## config.mk

```make
export PLATFORM = sky130hd
export DESIGN_NAME = switch_global_control_regs
export DESIGN_NICKNAME = d
export VERILOG_FILES = /design/src/switch_global_control_pkg.sv /design/src/switch_global_control_regs.sv
export SDC_FILE = /design/constraint.sdc
export NUM_CORES = 1
export LEC_CHECK = 0
export BUFFER_PORTS_ARGS = -buffer_cell sky130_fd_sc_hd__buf_2
export CAP_MARGIN = 20
export CORE_MARGIN = 1
export CORE_UTILIZATION = 40
export DETAILED_ROUTE_END_ITERATION = 7
export PLACE_DENSITY_LB_ADDON = 0.3
export SLEW_MARGIN = 30
export SYNTH_ARGS = -nofsm -noshare
export SYNTH_HDL_FRONTEND = slang
export SYNTH_SLANG_ARGS = --single-unit
```

## constraint.sdc

```tcl
create_clock -name clk -period 4.58 [get_ports clk]
set_clock_uncertainty 0.15 [all_clocks]
set_input_delay 0.916 -clock clk [delete_from_list [all_inputs] [get_ports clk]]
set_output_delay 0.916 -clock clk [all_outputs]
set_load 0.02 [all_outputs]
```

## src/switch_global_control_pkg.sv

```systemverilog
// constants for the switch identity and first global control registers
package switch_global_control_pkg;
  // register byte offsets on the host port
  localparam logic [11:0] CHIP_IDENTITY_AND_START_OFS = 12'h000;
  localparam logic [11:0] SWITCH_GLOBAL_CONTROL_FIRST_OFS = 12'h002;
  // identity register fields
  localparam int ID_FAMILY_LSB = 8;
  localparam int ID_CHIP_LSB = 4;
  localparam int ID_REV_LSB = 1;
  localparam int ID_START_BIT = 0;
  localparam logic START_RESET = 1'h1;
  // first global control register fields
  localparam int GC_PASS_ALL = 15;
  localparam int GC_RX_2000 = 14;
  localparam int GC_TX_FLOW = 13;
  localparam int GC_RX_FLOW = 12;
  localparam int GC_LEN_CHECK = 11;
  localparam int GC_AGING = 10;
  localparam int GC_FAST_AGE = 9;
  localparam int GC_AGGR_BACKOFF = 8;
  localparam int GC_RES_HI_LSB = 6;
  localparam int GC_INGRESS_FLOW = 5;
  localparam int GC_RX_2K = 4;
  localparam int GC_PASS_FLOW_PKT = 3;
  localparam int GC_RES_LO_LSB = 1;
  localparam int GC_LINK_CHANGE_AGE = 0;
  localparam logic [15:0] GC_RESET = 16'h3450;
  // frame length limits in bytes
  localparam logic [11:0] LEN_2000 = 12'h7D0;
  localparam logic [11:0] LEN_HUGE = 12'h77C;
  localparam logic [11:0] LEN_TAGGED = 12'h5F2;
  localparam logic [11:0] LEN_UNTAGGED = 12'h5EE;
  localparam logic [11:0] LEN_DEFAULT = 12'h600;
  localparam logic [15:0] LEN_FIELD_LIMIT = 16'h05DC;
  // aging timing
  localparam longint CLK_FREQ_HZ = 25000000;
  localparam longint US_PER_S = 1000000;
  localparam longint AGE_NORMAL_S = 300;
  localparam longint AGE_SPREAD_S = 75;
  localparam longint FAST_AGE_US = 800;
  localparam logic [4:0] CYCLES_PER_US = 5'(CLK_FREQ_HZ / US_PER_S);
  localparam longint AGE_NORMAL_US = AGE_NORMAL_S * US_PER_S;
  // host access states
  typedef enum logic [1:0] {HOST_IDLE, HOST_ANSWER} host_state_t;
endpackage

```

## src/switch_global_control_regs.sv

```systemverilog
// identity and first global control registers of the switch
`timescale 1ns/100ps

// Operation
// - identity codes read only, writes ignored
// - bit 0 start switch, default one
// - pass bad frames only in sniffer mode
// - bit 14 accepts frames up to 2000
// - bit 13 clear stops pause generation
// - bit 12 clear ignores received pause
// - bit 11 checks length field below 1500
// - bit 10 enables address aging
// - bit 9 selects 800 us aging
// - bit 8 selects aggressive back-off
// - bit 5 pause instead of drop
// - bit 4 accepts 2K, overrides second register; code limits it to 2000 bytes, as for bit 14
// - bit 3 forwards pause frames
// - link loss causes one fast age cycle
// - unplugged port flushes all addresses
// - reserved fields readable, writable, defaults kept
module switch_global_control_regs
  import switch_global_control_pkg::*;
#(
  parameter int NUM_PORTS = 2,
  parameter logic [7:0] FAMILY_CODE = 8'h5A, // arbitrary value
  parameter logic [3:0] CHIP_CODE = 4'h6, // arbitrary value
  parameter logic [2:0] REV_CODE = 3'h2, // arbitrary value
  parameter int CYCLE_US = int'(CYCLES_PER_US),
  parameter longint NORMAL_AGE_US = AGE_NORMAL_US,
  parameter longint FAST_PERIOD_US = FAST_AGE_US
)(
  input wire logic clk,
  input wire logic reset_n,
  input wire logic [11:0] hostAddr,
  input wire logic hostRead,
  input wire logic hostWrite,
  input wire logic [1:0] hostByteEn,
  input wire logic [15:0] hostWdata,
  output logic [15:0] hostRdata,
  output logic hostAck,
  input wire logic [NUM_PORTS-1:0] linkUp,
  input wire logic sniffMode,
  input wire logic secondHugeEnable,
  input wire logic secondLegalCheck,
  input wire logic frameValid,
  input wire logic [11:0] frameLength,
  input wire logic [15:0] lengthTypeField,
  input wire logic [11:0] payloadLength,
  input wire logic frameTagged,
  input wire logic frameBad,
  input wire logic framePause,
  input wire logic rateExceeded,
  input wire logic pauseRequest,
  output logic frameDone,
  output logic frameDrop,
  output logic pauseSend,
  output logic pauseApply,
  output logic switchStart,
  output logic aggressiveBackoff,
  output logic ageTick,
  output logic ageFlushAll
);
  logic [1:0] rstPipe;
  logic rstN;
  host_state_t hostState;
  logic startBit;
  logic [15:0] globalCtrl;
  logic [NUM_PORTS-1:0] linkMeta;
  logic [NUM_PORTS-1:0] linkSync;
  logic [NUM_PORTS-1:0] linkPrev;
  logic linkFall;
  logic linkChangePending;
  logic [4:0] usCount;
  logic usTick;
  logic [31:0] ageCount;
  logic [31:0] agePeriod;
  logic [11:0] maxLength;
  logic tooLong;
  logic lengthMismatch;
  logic badDrop;
  logic next_drop;
  logic [15:0] idWord;

  always_ff @(posedge clk or negedge reset_n)
  begin
    if (!reset_n)
      rstPipe <= 2'h0;
    else
      rstPipe <= {rstPipe[0], 1'h1};
  end
  assign rstN = rstPipe[1];

  // identity word: fixed codes plus the start bit
  assign idWord = {FAMILY_CODE, CHIP_CODE, REV_CODE, startBit};

  // host port: one answer cycle per request, unmapped reads return zero
  always_ff @(posedge clk or negedge rstN)
  begin
    if (!rstN)
    begin
      hostState <= HOST_IDLE;
      hostAck <= 1'h0;
      hostRdata <= 16'h0000;
    end
    else
    begin
      hostAck <= 1'h0;
      case (hostState)
        HOST_IDLE:
        begin
          if (hostRead || hostWrite)
          begin
            hostState <= HOST_ANSWER;
            hostAck <= 1'h1;
            hostRdata <= 16'h0000;
            if (hostRead && hostAddr == CHIP_IDENTITY_AND_START_OFS)
              hostRdata <= idWord;
            else if (hostRead && hostAddr == SWITCH_GLOBAL_CONTROL_FIRST_OFS)
              hostRdata <= globalCtrl;
          end
        end
        HOST_ANSWER:
          hostState <= HOST_IDLE;
        default:
          hostState <= HOST_IDLE;
      endcase
    end
  end

  // register writes; accepted whatever the start bit holds
  always_ff @(posedge clk or negedge rstN)
  begin
    if (!rstN)
    begin
      startBit <= START_RESET;
      globalCtrl <= GC_RESET;
    end
    else if (hostWrite && hostState == HOST_IDLE)
    begin
      if (hostAddr == CHIP_IDENTITY_AND_START_OFS && hostByteEn[0])
        startBit <= hostWdata[ID_START_BIT];
      if (hostAddr == SWITCH_GLOBAL_CONTROL_FIRST_OFS)
      begin
        if (hostByteEn[0])
          globalCtrl[7:0] <= hostWdata[7:0];
        if (hostByteEn[1])
          globalCtrl[15:8] <= hostWdata[15:8];
      end
    end
  end

  assign switchStart = startBit;
  assign aggressiveBackoff = globalCtrl[GC_AGGR_BACKOFF];

  // link status from the ports is asynchronous
  always_ff @(posedge clk or negedge rstN)
  begin
    if (!rstN)
    begin
      linkMeta <= '0;
      linkSync <= '0;
      linkPrev <= '0;
    end
    else
    begin
      linkMeta <= linkUp;
      linkSync <= linkMeta;
      linkPrev <= linkSync;
    end
  end
  assign linkFall = |(linkPrev & ~linkSync);

  always_ff @(posedge clk or negedge rstN)
  begin
    if (!rstN)
      ageFlushAll <= 1'h0;
    else
      ageFlushAll <= linkFall;
  end

  // microsecond prescaler for the aging timer
  always_ff @(posedge clk or negedge rstN)
  begin
    if (!rstN)
      usCount <= 5'h00;
    else if (usTick)
      usCount <= 5'h00;
    else
      usCount <= usCount + 5'h01;
  end
  assign usTick = (usCount == 5'(CYCLE_US - 1));

  // one fast cycle after link loss; a new loss wins over the clear
  always_ff @(posedge clk or negedge rstN)
  begin
    if (!rstN)
      linkChangePending <= 1'h0;
    else if (linkFall && globalCtrl[GC_LINK_CHANGE_AGE])
      linkChangePending <= 1'h1;
    else if (ageTick)
      linkChangePending <= 1'h0;
  end

  assign agePeriod = (globalCtrl[GC_FAST_AGE] || linkChangePending)
    ? 32'(FAST_PERIOD_US) : 32'(NORMAL_AGE_US);

  always_ff @(posedge clk or negedge rstN)
  begin
    if (!rstN)
    begin
      ageCount <= 32'h00000000;
      ageTick <= 1'h0;
    end
    else
    begin
      ageTick <= 1'h0;
      if (!globalCtrl[GC_AGING])
        ageCount <= 32'h00000000;
      else if (linkFall && globalCtrl[GC_LINK_CHANGE_AGE])
        ageCount <= 32'h00000000;
      else if (usTick)
      begin
        if (ageCount >= agePeriod - 32'h00000001)
        begin
          ageCount <= 32'h00000000;
          ageTick <= 1'h1;
        end
        else
          ageCount <= ageCount + 32'h00000001;
      end
    end
  end

  // receive length limit
  always_comb
  begin
    if (globalCtrl[GC_RX_2K] || globalCtrl[GC_RX_2000])
      maxLength = LEN_2000;
    else if (secondHugeEnable)
      maxLength = LEN_HUGE;
    else if (secondLegalCheck)
      maxLength = frameTagged ? LEN_TAGGED : LEN_UNTAGGED;
    else
      maxLength = LEN_DEFAULT;
  end
  assign tooLong = frameLength > maxLength;
  assign lengthMismatch = globalCtrl[GC_LEN_CHECK]
    && lengthTypeField < LEN_FIELD_LIMIT
    && lengthTypeField != {4'h0, payloadLength};
  assign badDrop = frameBad
    && !(globalCtrl[GC_PASS_ALL] && sniffMode);

  always_comb
  begin
    next_drop = !startBit || badDrop || tooLong || lengthMismatch;
    if (framePause && !globalCtrl[GC_PASS_FLOW_PKT])
      next_drop = 1'h1;
    if (rateExceeded && !globalCtrl[GC_INGRESS_FLOW])
      next_drop = 1'h1;
  end

  always_ff @(posedge clk or negedge rstN)
  begin
    if (!rstN)
    begin
      frameDone <= 1'h0;
      frameDrop <= 1'h0;
      pauseApply <= 1'h0;
    end
    else
    begin
      frameDone <= frameValid;
      frameDrop <= frameValid && next_drop;
      pauseApply <= frameValid && framePause && startBit
        && globalCtrl[GC_RX_FLOW];
    end
  end

  always_ff @(posedge clk or negedge rstN)
  begin
    if (!rstN)
      pauseSend <= 1'h0;
    else
      pauseSend <= globalCtrl[GC_TX_FLOW] && startBit
        && (pauseRequest || (frameValid && rateExceeded
        && globalCtrl[GC_INGRESS_FLOW]));
  end

  chk_id_fixed: assert property (@(posedge clk)
    disable iff (!rstN) hostAck && $past(hostRead)
    && $past(hostAddr) == 12'h000
    |-> hostRdata[15:1] == {FAMILY_CODE, CHIP_CODE, REV_CODE})
    else $error("identity code wrong");
  chk_start_write: assert property (@(posedge clk)
    disable iff (!rstN) hostWrite && hostState == HOST_IDLE
    && hostAddr == 12'h000 && hostByteEn[0]
    |=> switchStart == $past(hostWdata[0]))
    else $error("start bit not written");
  chk_bad_pass: assert property (@(posedge clk)
    disable iff (!rstN) frameValid && frameBad
    && !(globalCtrl[15] && sniffMode) |=> frameDrop)
    else $error("bad frame passed");
  chk_len_2000: assert property (@(posedge clk)
    disable iff (!rstN) frameValid && globalCtrl[14]
    && frameLength > 12'h7D0 |=> frameDrop)
    else $error("over 2000 bytes accepted");
  chk_tx_pause: assert property (@(posedge clk)
    disable iff (!rstN) !globalCtrl[13] |=> !pauseSend)
    else $error("pause sent while disabled");
  chk_rx_pause: assert property (@(posedge clk)
    disable iff (!rstN) !globalCtrl[12] |=> !pauseApply)
    else $error("received pause obeyed");
  chk_len_field: assert property (@(posedge clk)
    disable iff (!rstN) frameValid && globalCtrl[11]
    && lengthTypeField < 16'h05DC
    && lengthTypeField != {4'h0, payloadLength} |=> frameDrop)
    else $error("length mismatch kept");
  chk_aging_off: assert property (@(posedge clk)
    disable iff (!rstN) !globalCtrl[10] |=> !ageTick)
    else $error("aging while disabled");
  chk_ingress_drop: assert property (@(posedge clk)
    disable iff (!rstN) frameValid && rateExceeded && !globalCtrl[5]
    |=> frameDrop)
    else $error("over-limit frame kept");
  chk_flush_link: assert property (@(posedge clk)
    disable iff (!rstN) linkFall |=> ageFlushAll)
    else $error("no flush on unplug");
  chk_pause_filter: assert property (@(posedge clk)
    disable iff (!rstN) frameValid && framePause && !globalCtrl[3]
    |=> frameDrop)
    else $error("pause frame forwarded");
  chk_link_pending: assert property (@(posedge clk)
    disable iff (!rstN) linkFall && globalCtrl[0] |=> linkChangePending)
    else $error("link change age missed");
  chk_fast_bound: assert property (@(posedge clk)
    disable iff (!rstN) globalCtrl[9] && ageCount < 32'(FAST_PERIOD_US)
    |=> ageCount < 32'(FAST_PERIOD_US))
    else $error("fast age period exceeded");
  chk_len_2k: assert property (@(posedge clk)
    disable iff (!rstN) frameValid && !globalCtrl[4] && !globalCtrl[14]
    && frameLength > 12'h7D0 |=> frameDrop)
    else $error("over 2000 bytes kept");
  chk_ctrl_write: assert property (@(posedge clk)
    disable iff (!rstN) hostWrite && hostState == HOST_IDLE
    && hostAddr == 12'h002 && hostByteEn == 2'h3
    |=> globalCtrl == $past(hostWdata))
    else $error("control word not stored");
  chk_reset_default: assert property (@(posedge clk)
    $rose(rstN) |-> globalCtrl == 16'h3450 && switchStart)
    else $error("defaults not restored");
endmodule // switch_global_control_regs

```

======== Yosys cells after proc, flatten, opt, wreduce, memory -nomap -nowiden ========
Cells that the tools add are included.
storage, ports and cells
  word-level logic and storage cells ...... 94
  output and inout bits ................... 25
  bits in registers ....................... 88
cells by class
  equality and inequality tests ........... 5
  bitwise gates (word level) .............. 2
  multiplexer cells ....................... 24
  magnitude comparators ................... 3
  reductions and logical operators ........ 38
  add/subtract/negate cells ............... 3
operator list
  kind                                                                    number
  32-bit 2-to-1 mux                                                       4
  32-bit by 1-bit adder with 32-bit output, second input constant         1
  32-bit >= comparator                                                    1
  16-bit 2-to-1 mux                                                       2
  10-bit 2-to-1 mux                                                       3
  29-bit by 1-bit subtractor with 30-bit output, second input constant    1
  29-bit 2-to-1 mux                                                       1
  1-bit logical AND                                                       19
  16-bit by 11-bit < comparator with 1-bit output, second input constant  1
  16-bit by 12-bit != test with 1-bit output                              1
  12-bit by 2-bit == test with 1-bit output, second input constant        1
  12-bit > comparator                                                     1
  12-bit logical NOT                                                      1
  1-bit 2-to-1 mux                                                        10
  5-bit 2-to-1 mux                                                        2
  1-bit logical OR                                                        7
  3-bit AND reduction                                                     2
  5-bit by 1-bit adder with 5-bit output, second input constant           1
  5-bit == test, second input constant                                    1
  1-bit logical NOT                                                       4
  2-bit 2-to-1 mux                                                        2
  2-bit AND reduction                                                     2
  3-bit by 1-bit != test with 1-bit output, second input constant         1
  2-bit bitwise AND                                                       1
  5 further kinds                                                         5

======== Longest topological paths before layout ========
Gate-level depths: netlist (run 1).
  depth after elaboration ................. 10
  mapped depth ............................ 11
  gate-level depth less buffers ........... 10

======== Least setup slack after synthesis (run 1) ========
OpenSTA, ideal clock, no wires.
  kind .................................... register -> register
  start point ............................. register globalCtrl[9]
  end point ............................... register ageCount[12]
  buffers on the path ..................... 2
  setup time .............................. 79 ps
  slack ................................... 1,826 ps
  arrival ................................. 2,525 ps
  cell stages (with the launch flop) ...... 11
  cell sequence ........................... dfrtp_1 or2_2 ha_1 a211o_1 a221oi_1 o21ai_1 a311oi_4 buf_6 buf_8 nand4_1 mux2i_1
on the way
  longest elaborated chain between the ends .. 8
ends and longest elaborated chain
  what                                           RTL line                           RTL
  start: declaration                             switch_global_control_regs.sv:67   logic [15:0] globalCtrl;
  start signal: assignment                       switch_global_control_regs.sv:147  globalCtrl[15:8] <= hostWdata[15:8];
  1-bit logical OR                               switch_global_control_regs.sv:204  assign agePeriod = (globalCtrl[GC_FAST_AGE] || linkChangePending)
  29-bit 2-to-1 mux                              switch_global_control_regs.sv:205  ? 32'(FAST_PERIOD_US) : 32'(NORMAL_AGE_US);
  29-bit by 1-bit subtractor with 30-bit output  switch_global_control_regs.sv:223  if (ageCount >= agePeriod - 32'h00000001)
  32-bit >= comparator                           switch_global_control_regs.sv:223
  32-bit 2-to-1 mux                              switch_global_control_regs.sv:223
  32-bit 2-to-1 mux                              switch_global_control_regs.sv:221  else if (usTick)
  32-bit 2-to-1 mux                              switch_global_control_regs.sv:219  else if (linkFall && globalCtrl[GC_LINK_CHANGE_AGE])
  32-bit 2-to-1 mux                              switch_global_control_regs.sv:217  if (!globalCtrl[GC_AGING])
  end signal: assignment                         switch_global_control_regs.sv:229  ageCount <= ageCount + 32'h00000001;
  end: declaration                               switch_global_control_regs.sv:75   logic [31:0] ageCount;
Every way passes these cells. The select of a mux whose other input is x is not followed.
A chain may end at the register's enable or synchronous reset.

======== Final worst setup path (run 1) ========
  start point ............................. register globalCtrl[9]
  end point ............................... register ageCount[15]
The elaborated chain is that of the path after synthesis.

==> results of run 1 <==
==> metal layers <==
metal,up-vias,wire [um]
met5,-,0
met3,25,454
met2,99,5690
met4,0,254
li1,1939,-
met1,1963,5260
==> cells in the final DEF (no fill, tap or decap), types with 6 or more instances in the layout <==
cell	synthesis	final
xor2_1	17	17
a21oi_1	12	12
nand4_1	20	20
dfstp_2	6	6
nand2_1	49	49
o21ai_0	18	18
ha_1	24	24
nor2b_1	6	6
mux2_2	15	15
inv_1	17	17
nor4_1	8	8
dfrtp_1	81	80
nor2_1	33	32
and3_1	9	9
a22o_1	6	6
clkbuf_16	0	9
buf_2	3	109
nand3_1	25	25
nor3_1	7	6
a31oi_1	17	17
and4_1	8	8
==> state kept, by name, summed over array words and instances (netlist names), 2 cells and up <==
name        cells
ageCount       32
globalCtrl     16
hostRdata      16
usCount         5
linkMeta        2
linkPrev        2
linkSync        2
rstPipe         2
==> worst max-delay path, stage by stage (launching register included) <==
cell and delay [ns]:
dfrtp_1 0.38, or2_2 0.43, ha_1 0.22, or4_1 0.43, a211oi_1 0.27, a21oi_1 0.15
a311oi_4 0.67, buf_4 0.34, a21oi_2 0.17, nor2_1 0.16
==> power by group through the flow <==
stage	Combinational, W	Sequential [W]	Clock (W)
3_3_place_gp	0.0000970	0.000809	0
3_5_place_dp	0.000111	0.000803	0
4_1_cts	0.000111	0.000789	0.000669
6_report	0.000111	0.000788	0.000651
5_1_grt	0.000124	0.000790	0.000694
2_1_floorplan	0.0000405	0.000810	0
==> area by class of cell <==
class,instances,area [um2]
Inverter,18,67.6
Timing Repair Buffer,111,573
Clock inverter,4,23.8
Multi-Input combinational cell,344,2320
Sequential cell,87,2190
Tap cell,143,179
Clock buffer,12,236
Fill cell,1090,5780
==> cell families after synthesis <==
family                   count (synthesis)  synth area share
adder cells (fa/ha/maj)                 24            0.0645
multiplexers                            17            0.0406
AND/OR/NAND/NOR                        192             0.217
flip-flops                              87             0.469
buffers and inverters                   35            0.0339
XOR/XNOR                                22            0.0414
other                                    1          0.000805
AO/OA/AOI/OAI                           88             0.132
==> stage by stage <==
stage,total power (W),instance area [um2],util
5_1_grt,0.00161,5590,0.492
6_report,0.00155,5590,0.492
3_3_place_gp,0.000906,5300,0.466
2_1_floorplan,0.000851,4660,-
3_5_place_dp,0.000914,5320,0.468
4_1_cts,0.00157,5580,0.491
==> worst min path at each step <==
stage                            from           to  cells after the start
after floorplan           linkMeta[0]  linkSync[0]                      0
after global placement    linkMeta[0]  linkSync[0]                      0
after detailed placement   rstPipe[0]   rstPipe[1]                      0
after CTS                     reset_n   rstPipe[1]                      1
after global routing          reset_n   rstPipe[1]                      1
final                      rstPipe[1]   usCount[3]                      0
==> flow_summary.ini, run 1 <==
[synth]
yosys_warnings = 0
synth_edf_count = 0
synth.distinct_cells = 56
synthCells = 466
ys_async_sr_fraction = 1.00
synth_ff_type = dfrtp_1
synth_top_cell_area_share = 0.435
synth_area_leader_cell = dfrtp_1
syn_avg_cell_area_um2 = 9.99
ys_seq_area_frac = 0.469
yosysMostFrequentCell = dfrtp_1
postSynthRegisterBits = 87
synthTopCellsByCount = dfrtp_1 (81), nand2_1 (49), nor2_1 (33)
mappedNetlistArea_um2 = 4660
syn_nets = 575
synthTopCellsByArea = dfrtp_1 (44%), ha_1 (6.4%), nand2_1 (4.0%)

[setup_path]
worstPathRequired_ns = 4.69
reg2reg_slack_ns = 1.12
r2r_start = globalCtrl[9]
critPathLaunchType = register
crit_arrival_ns = 3.57
timing_worst_setup_path_type = reg -> reg
r2r_cells = 9
endpoint_kind = register
startpoint = globalCtrl[9]
r2r_end = ageCount[15]
cp_max_fo = 17
endpoint = ageCount[15]

[timing]
whs_ns = 0.177
relSlewSlack = 0.376
tns_ns = 0
slew_viol_final = 0
worst-slew-pin-transition_ns = 0.933
period_minus_slack_ns = 3.46
post-route-period-util = 0.756
setup_violations = 0
finalHoldViolCount = 0
fmax_mhz = 289
rsz0062_at_grt = no
setup_slack_ns = 1.12

[layout]
antenna_cells = 0
layout-drive-gt1-share = 0.274
fin_cells = 719
syn2layout_area_growth_pct = 20.0
nets = 680

[cts]
cts_root_buf = clkbuf_16
cts_resized = 0
post_cts_buffers = 0
cts_tree = yes
cts_buffers = 9
cts.path.max_buffers = 2
clock-sinks = 87
insertion_delay_ns = 0.34
clk_pin_slew_ns = 0.06
cts.htree.levels = 3
ctsHoldBuffers = 0

[routing]
antenna_left = 0
vias_per_cell = 5.60
drc_errors = 0
drt_iter0_markers = 146
wl_um = 11700
vias = 4026
wire_per_inst_um = 16.2
dr.pass1.iters = 4

[power]
power_density_nw_per_um2 = 277
p_sw_w = 0.000356
switching_share = 0.230
sequentialPowerShare = 0.509
p_comb_frac = 0.071
clkPwrFrac = 0.420
power.leakage_nw = 2.73
peakVddDrop_mv = 0.220
p_int_w = 0.00119

[floorplan]
die-area_um2 = 12100
chipWidth_um = 110
fp.dieH_um = 110
start_util = 0.409
rows = 39
coreArea_um2 = 11400
ioPinCount = 110

[placement]
hpwl_um = 8840
io_buffers = 109
dpl_worst_slack_ns = 1.14
gp_congestion = 0.909
dp.cells = 703

[global_route]
grt_util_all_layers = 0.210
grt_max_degree = 46
grt-busiest-layer = met2
globalRouteMet3Util = 0.0462
grt_pass1_vias = 3912
grt_overflow_total = 0
gr-usage-met2 = 0.351
grt_pass1_wl_um = 19200
use_met1 = 0.267
antenna_found_initial = 0

[worst_hold_path]
min_path_type = reg -> async

[run]
max-cap-violations = 0

[status]
outcome = finished, final reports clean
Note: power is estimated with default switching activity, not from simulation.
==> run 2: changes to the inputs <==
Clock period 4.58 ns to 3 ns, I/O delays scaled along.
==> run 2 against run 1 <==
  * Non-clock buffer count up 21
  * Power up 63%
  * Register-to-register slack worse by 1.0 ns
  * Critical path depth up 2
  * Core utilization up 2.4 points
  * Hold slack worse by 0.028 ns
  * Fmax up 19%
  * Sequential power up 52%
  * Clock power up 77%
  * Critical endpoint is now ageCount[6]
  * Via count up 2.3%
==> flow_summary.ini, run 2 (synthesis results as in run 1) <==
[status]
outcome = finished, final reports clean

[routing]
drt_iter0_markers = 249
dr.pass1.iters = 5
vias = 4120
drc_errors = 0
wire_per_inst_um = 16.4
antenna_left = 0
wl_um = 12200
vias_per_cell = 5.57

[floorplan]
coreArea_um2 = 11400
die-area_um2 = 12100
chipWidth_um = 110
rows = 39
start_util = 0.409
fp.dieH_um = 110
ioPinCount = 110

[timing]
finalHoldViolCount = 0
period_minus_slack_ns = 2.90
relSlewSlack = 0.596
slew_viol_final = 0
setup_violations = 0
rsz0062_at_grt = no
post-route-period-util = 0.965
worst-slew-pin-transition_ns = 0.606
whs_ns = 0.149
fmax_mhz = 345

[setup_path]
timing_worst_setup_path_type = reg -> reg
endpoint_kind = register
crit_arrival_ns = 2.98
critPathLaunchType = register
cp_max_fo = 5
worstPathRequired_ns = 3.08

[cts]
cts.path.max_buffers = 2
cts.htree.levels = 3
insertion_delay_ns = 0.35
clock-sinks = 87
clk_pin_slew_ns = 0.07
cts_tree = yes
cts_root_buf = clkbuf_16
cts_buffers = 9

[layout]
final_cell_area_um2 = 5860
mostFrequentLayoutCell = buf_2
final_cell_mix = buf_2 (109), dfrtp_1 (80), nand2_1 (49)
regArea_um2 = 2190
layout-drive-gt1-share = 0.308
antenna_cells = 0
nets = 701
top_regs = ageCount (32), globalCtrl (16), hostRdata (16)
syn2layout_area_growth_pct = 25.9
largest_reg_flops = 32
regMostFlops = ageCount
multi_input_area_um2 = 2360
nFillCells = 1017

[power]
power.leakage_nw = 2.87
clkPwrFrac = 0.456
power_density_nw_per_um2 = 430
switching_share = 0.239
sequentialPowerShare = 0.476
peakVddDrop_mv = 0.376
p_sw_w = 0.000603
p_comb_frac = 0.068
p_int_w = 0.00192

[global_route]
grt_pass1_wl_um = 20600
grt_max_degree = 51
grt_overflow_total = 0
grt_pass1_vias = 4256
grt_util_all_layers = 0.226
antenna_found_initial = 0

[placement]
placement.cell_area_um2 = 5470
gp_congestion = 0.900
hpwl_um = 9230
io_buffers = 109

[run]
max-cap-violations = 0

[worst_hold_path]
min_path_type = reg -> async
[run 2: repair_timing]
action,CTS,global route
buffers inserted,0,3
gates resized for setup,1,8
hold buffers,1,0
setup endpoints to repair,4,13
hold endpoints to repair,2,0
pin swaps,0,5
[run 2: power groups by stage]
stage	registers (W)	logic, W	clock network [W]
CTS	0.00120	0.000173	0.00118
global route	0.00120	0.000192	0.00121
floorplan	0.00124	0.0000618	0
global placement	0.00124	0.000148	0
finish	0.00120	0.000172	0.00115
detailed placement	0.00122	0.000170	0
[run 2: worst max-delay path: stages, from the launching register on]
cell and delay, ns:
dfrtp_1 0.39, or2_4 0.30, buf_12 0.14, ha_1 0.28, nor4bb_2 0.27, nand4_1 0.15
o21ai_1 0.22, a311oi_4 0.16, buf_6 0.18, buf_4 0.14, and4_1 0.16, a221o_1 0.25
[run 2: cell type report]
type / count / share of cell area
inverters: 18 / 0.0115
clock buffers: 9 / 0.0384
clock inverters: 7 / 0.0134
multi-input cells: 344 / 0.403
flip-flops and latches: 87 / 0.373
well taps: 143 / 0.0305
repair buffers: 132 / 0.130
[run 2: stage by stage]
stage	utilization	std cells	setup TNS [ns]	power (W)	setup slack [ns]
finish	0.516	740	0	0.00252	0.104
global route	0.516	740	0	0.00261	0.0174
CTS	0.509	739	0	0.00255	0.0683
detailed placement	0.481	722	-0.0131	0.00139	-0.0115
global placement	0.479	721	0	0.00138	0.0920
floorplan	-	466	0	0.00130	0.246
[run 2: final timing paths]
| check | slack [ns] | cells past startpoint | to | start |
|---|---|---|---|---|
| hold reg to reg | 0.15 | 0 | ageCount[2] | rstPipe[1] |
| hold / removal | 0.15 | 0 | ageCount[2] | rstPipe[1] |
| setup reg to reg | 0.10 | 11 | ageCount[6] | linkChangePending |
| min in group clk | 0.20 | 0 | rstPipe[1] | rstPipe[0] |
| setup / recovery | 0.10 | 11 | ageCount[6] | linkChangePending |
| max in group asynchronous | 1.89 | 1 | globalCtrl[6] | rstPipe[1] |
[run 2: layer usage]
layer	vias to the layer above	GRT usage	wire length, um
li1	1975	-	-
met1	2005	0.288	5420
met2	119	0.363	5760
met3	21	0.0616	751
met4	0	0.0905	227
met5	-	0	0
==> run 3: changes to the inputs <==
Clock period 3 ns to 2.52 ns, I/O delays scaled along.
==> run 3 against run 2 <==
  * The flow now finishes with violations (setup timing)
  * First-iteration DRC count decreased by 3.2%
  * Flip-flop and latch count unchanged
  * Routed wire length increased by 5.3%
  * Sequential share of layout area decreased by 2.7 points
  * Clock power increased by 17%
  * Die area unchanged
  * Fmax increased by 5.4%
  * Largest cell class unchanged
  * Largest power group unchanged
  * Highest routed layer unchanged
==> flow_summary.ini, run 3 (synthesis results as in run 1) <==
[status]
outcome = finished, violations left
failed_checks = setup timing

[setup_path]
crit_buf_inv = 2
crit_slowest_cell = dfrtp_1
crit_arrival_ns = 2.83
critPathLaunchType = register
worstPathRequired_ns = 2.60
max_stage_delay_ns = 0.40
reg2reg_slack_ns = -0.23
endpoint_kind = register
crit_chain = or2_4, ha_4, nor4bb_4, nand4_1, o21ai_2, a311oi_4, buf_6, buf_12, and4_1, a221o_1
timing_worst_setup_path_type = reg -> reg
crit_family = simple AND/OR/NAND/NOR gates
cp_max_fo = 9

[global_route]
grt_pass1_wl_um = 20700
grt_pass1_vias = 4250
grt_max_degree = 61
antenna_found_initial = 0
grt_util_all_layers = 0.226
grt_overflow_total = 0

[routing]
vias_per_cell = 5.50
drc_errors = 0
vias = 4241
antenna_left = 0
dr.pass1.iters = 4
wire_per_inst_um = 16.6
wl_um = 12800
drt_iter0_markers = 241

[timing]
rsz0062_at_grt = yes
slew_viol_final = 0
finalHoldViolCount = 0
post-route-period-util = 1.09
relSlewSlack = 0.571
period_minus_slack_ns = 2.75
setup_violations = 32
worst-slew-pin-transition_ns = 0.640
fmax_mhz = 364
tns_ns = -4.44
setup_slack_ns = -0.229

[run]
max-cap-violations = 0

[power]
power.leakage_nw = 3.08
peakVddDrop_mv = 0.459
power_density_nw_per_um2 = 476

[layout]
layout-drive-gt1-share = 0.385
syn2layout_area_growth_pct = 35.7
antenna_cells = 0
top_regs = ageCount (32), globalCtrl (16), hostRdata (16)
final_cell_mix = buf_2 (109), dfrtp_1 (79), nand2_1 (49)
mostFrequentLayoutCell = buf_2
regMostFlops = ageCount
nets = 732
largest_reg_flops = 32

[cts]
cts_buffers = 9
clock-sinks = 87
insertion_delay_ns = 0.35
clk_pin_slew_ns = 0.07
cts_root_buf = clkbuf_16
cts_tree = yes
cts.path.max_buffers = 2
cts.htree.levels = 3

[placement]
io_buffers = 109
hpwl_um = 9170
dpl_worst_slack_ns = -0.324
gp_congestion = 0.915

[floorplan]
start_util = 0.409
chipWidth_um = 110
rows = 39
ioPinCount = 110
coreArea_um2 = 11400
die-area_um2 = 12100
fp.dieH_um = 110

[worst_hold_path]
min_path_type = reg -> async
## run 3: area by class of cell
type | instances | area, um2
fill | 995 | 5050
multi-input combinational | 346 | 2590
sequential | 87 | 2190
timing repair buffer | 161 | 1000
clock buffer | 10 | 229
tap | 143 | 179
inverter | 18 | 67.6
clock inverter | 6 | 66.3
## run 3: per-stage QoR
stage               std cells  cell area [um2]  utilization  total power (W)  hold slack, ns
finish                    771             6320        0.556          0.00301          0.0987
global route              771             6320        0.556          0.00313          0.0990
CTS                       769             6140        0.540          0.00303          0.0997
detailed placement        746             5680        0.500          0.00167           0.112
global placement          746             5680        0.500          0.00166           0.108
floorplan                 466             4700            -          0.00155          0.0584
## run 3: where the power goes
part / internal, W / switching [W] / total [W]
registers: 0.00141 / 0.0000141 / 0.00143
logic: 0.000111 / 0.000126 / 0.000237
clock network: 0.000776 / 0.000569 / 0.00134
total: 0.00230 / 0.000709 / 0.00301
## run 3: final timing paths
check	to	depth (start not counted)	start
worst min-delay path	usCount[2]	0	rstPipe[1]
worst max-delay path	ageCount[6]	10	linkChangePending
worst max register to register	ageCount[6]	10	linkChangePending
max in group asynchronous	globalCtrl[6]	1	rstPipe[1]
min in group clk	linkMeta[0]	1	linkUp[0]
worst min register to register	usCount[2]	0	rstPipe[1]
## run 3: layer usage
metal,GRT usage,up-vias,share of wire,wire [um]
li1,-,2034,-,-
met1,0.267,2096,0.42,5410
met2,0.395,95,0.52,6600
met3,0.0563,16,0.045,575
met4,0.0790,0,0.017,218
met5,0,-,0,0
## run 3: worst reg2reg max path, cell delays in order (launching register included)
cell	delay (ns)
dfrtp_1	0.40
or2_4	0.31
ha_4	0.28
nor4bb_4	0.31
nand4_1	0.14
o21ai_2	0.19
a311oi_4	0.12
buf_6	0.16
buf_12	0.14
and4_1	0.17
a221o_1	0.26
## run 3: what timing repair did
action,in CTS,in global routing
gates cloned,3,1
buffers inserted,3,1
endpoints found under the hold margin,2,0
hold buffers,1,0
setup endpoints to repair,33,33
pin swaps,13,23
gates resized for setup,25,27
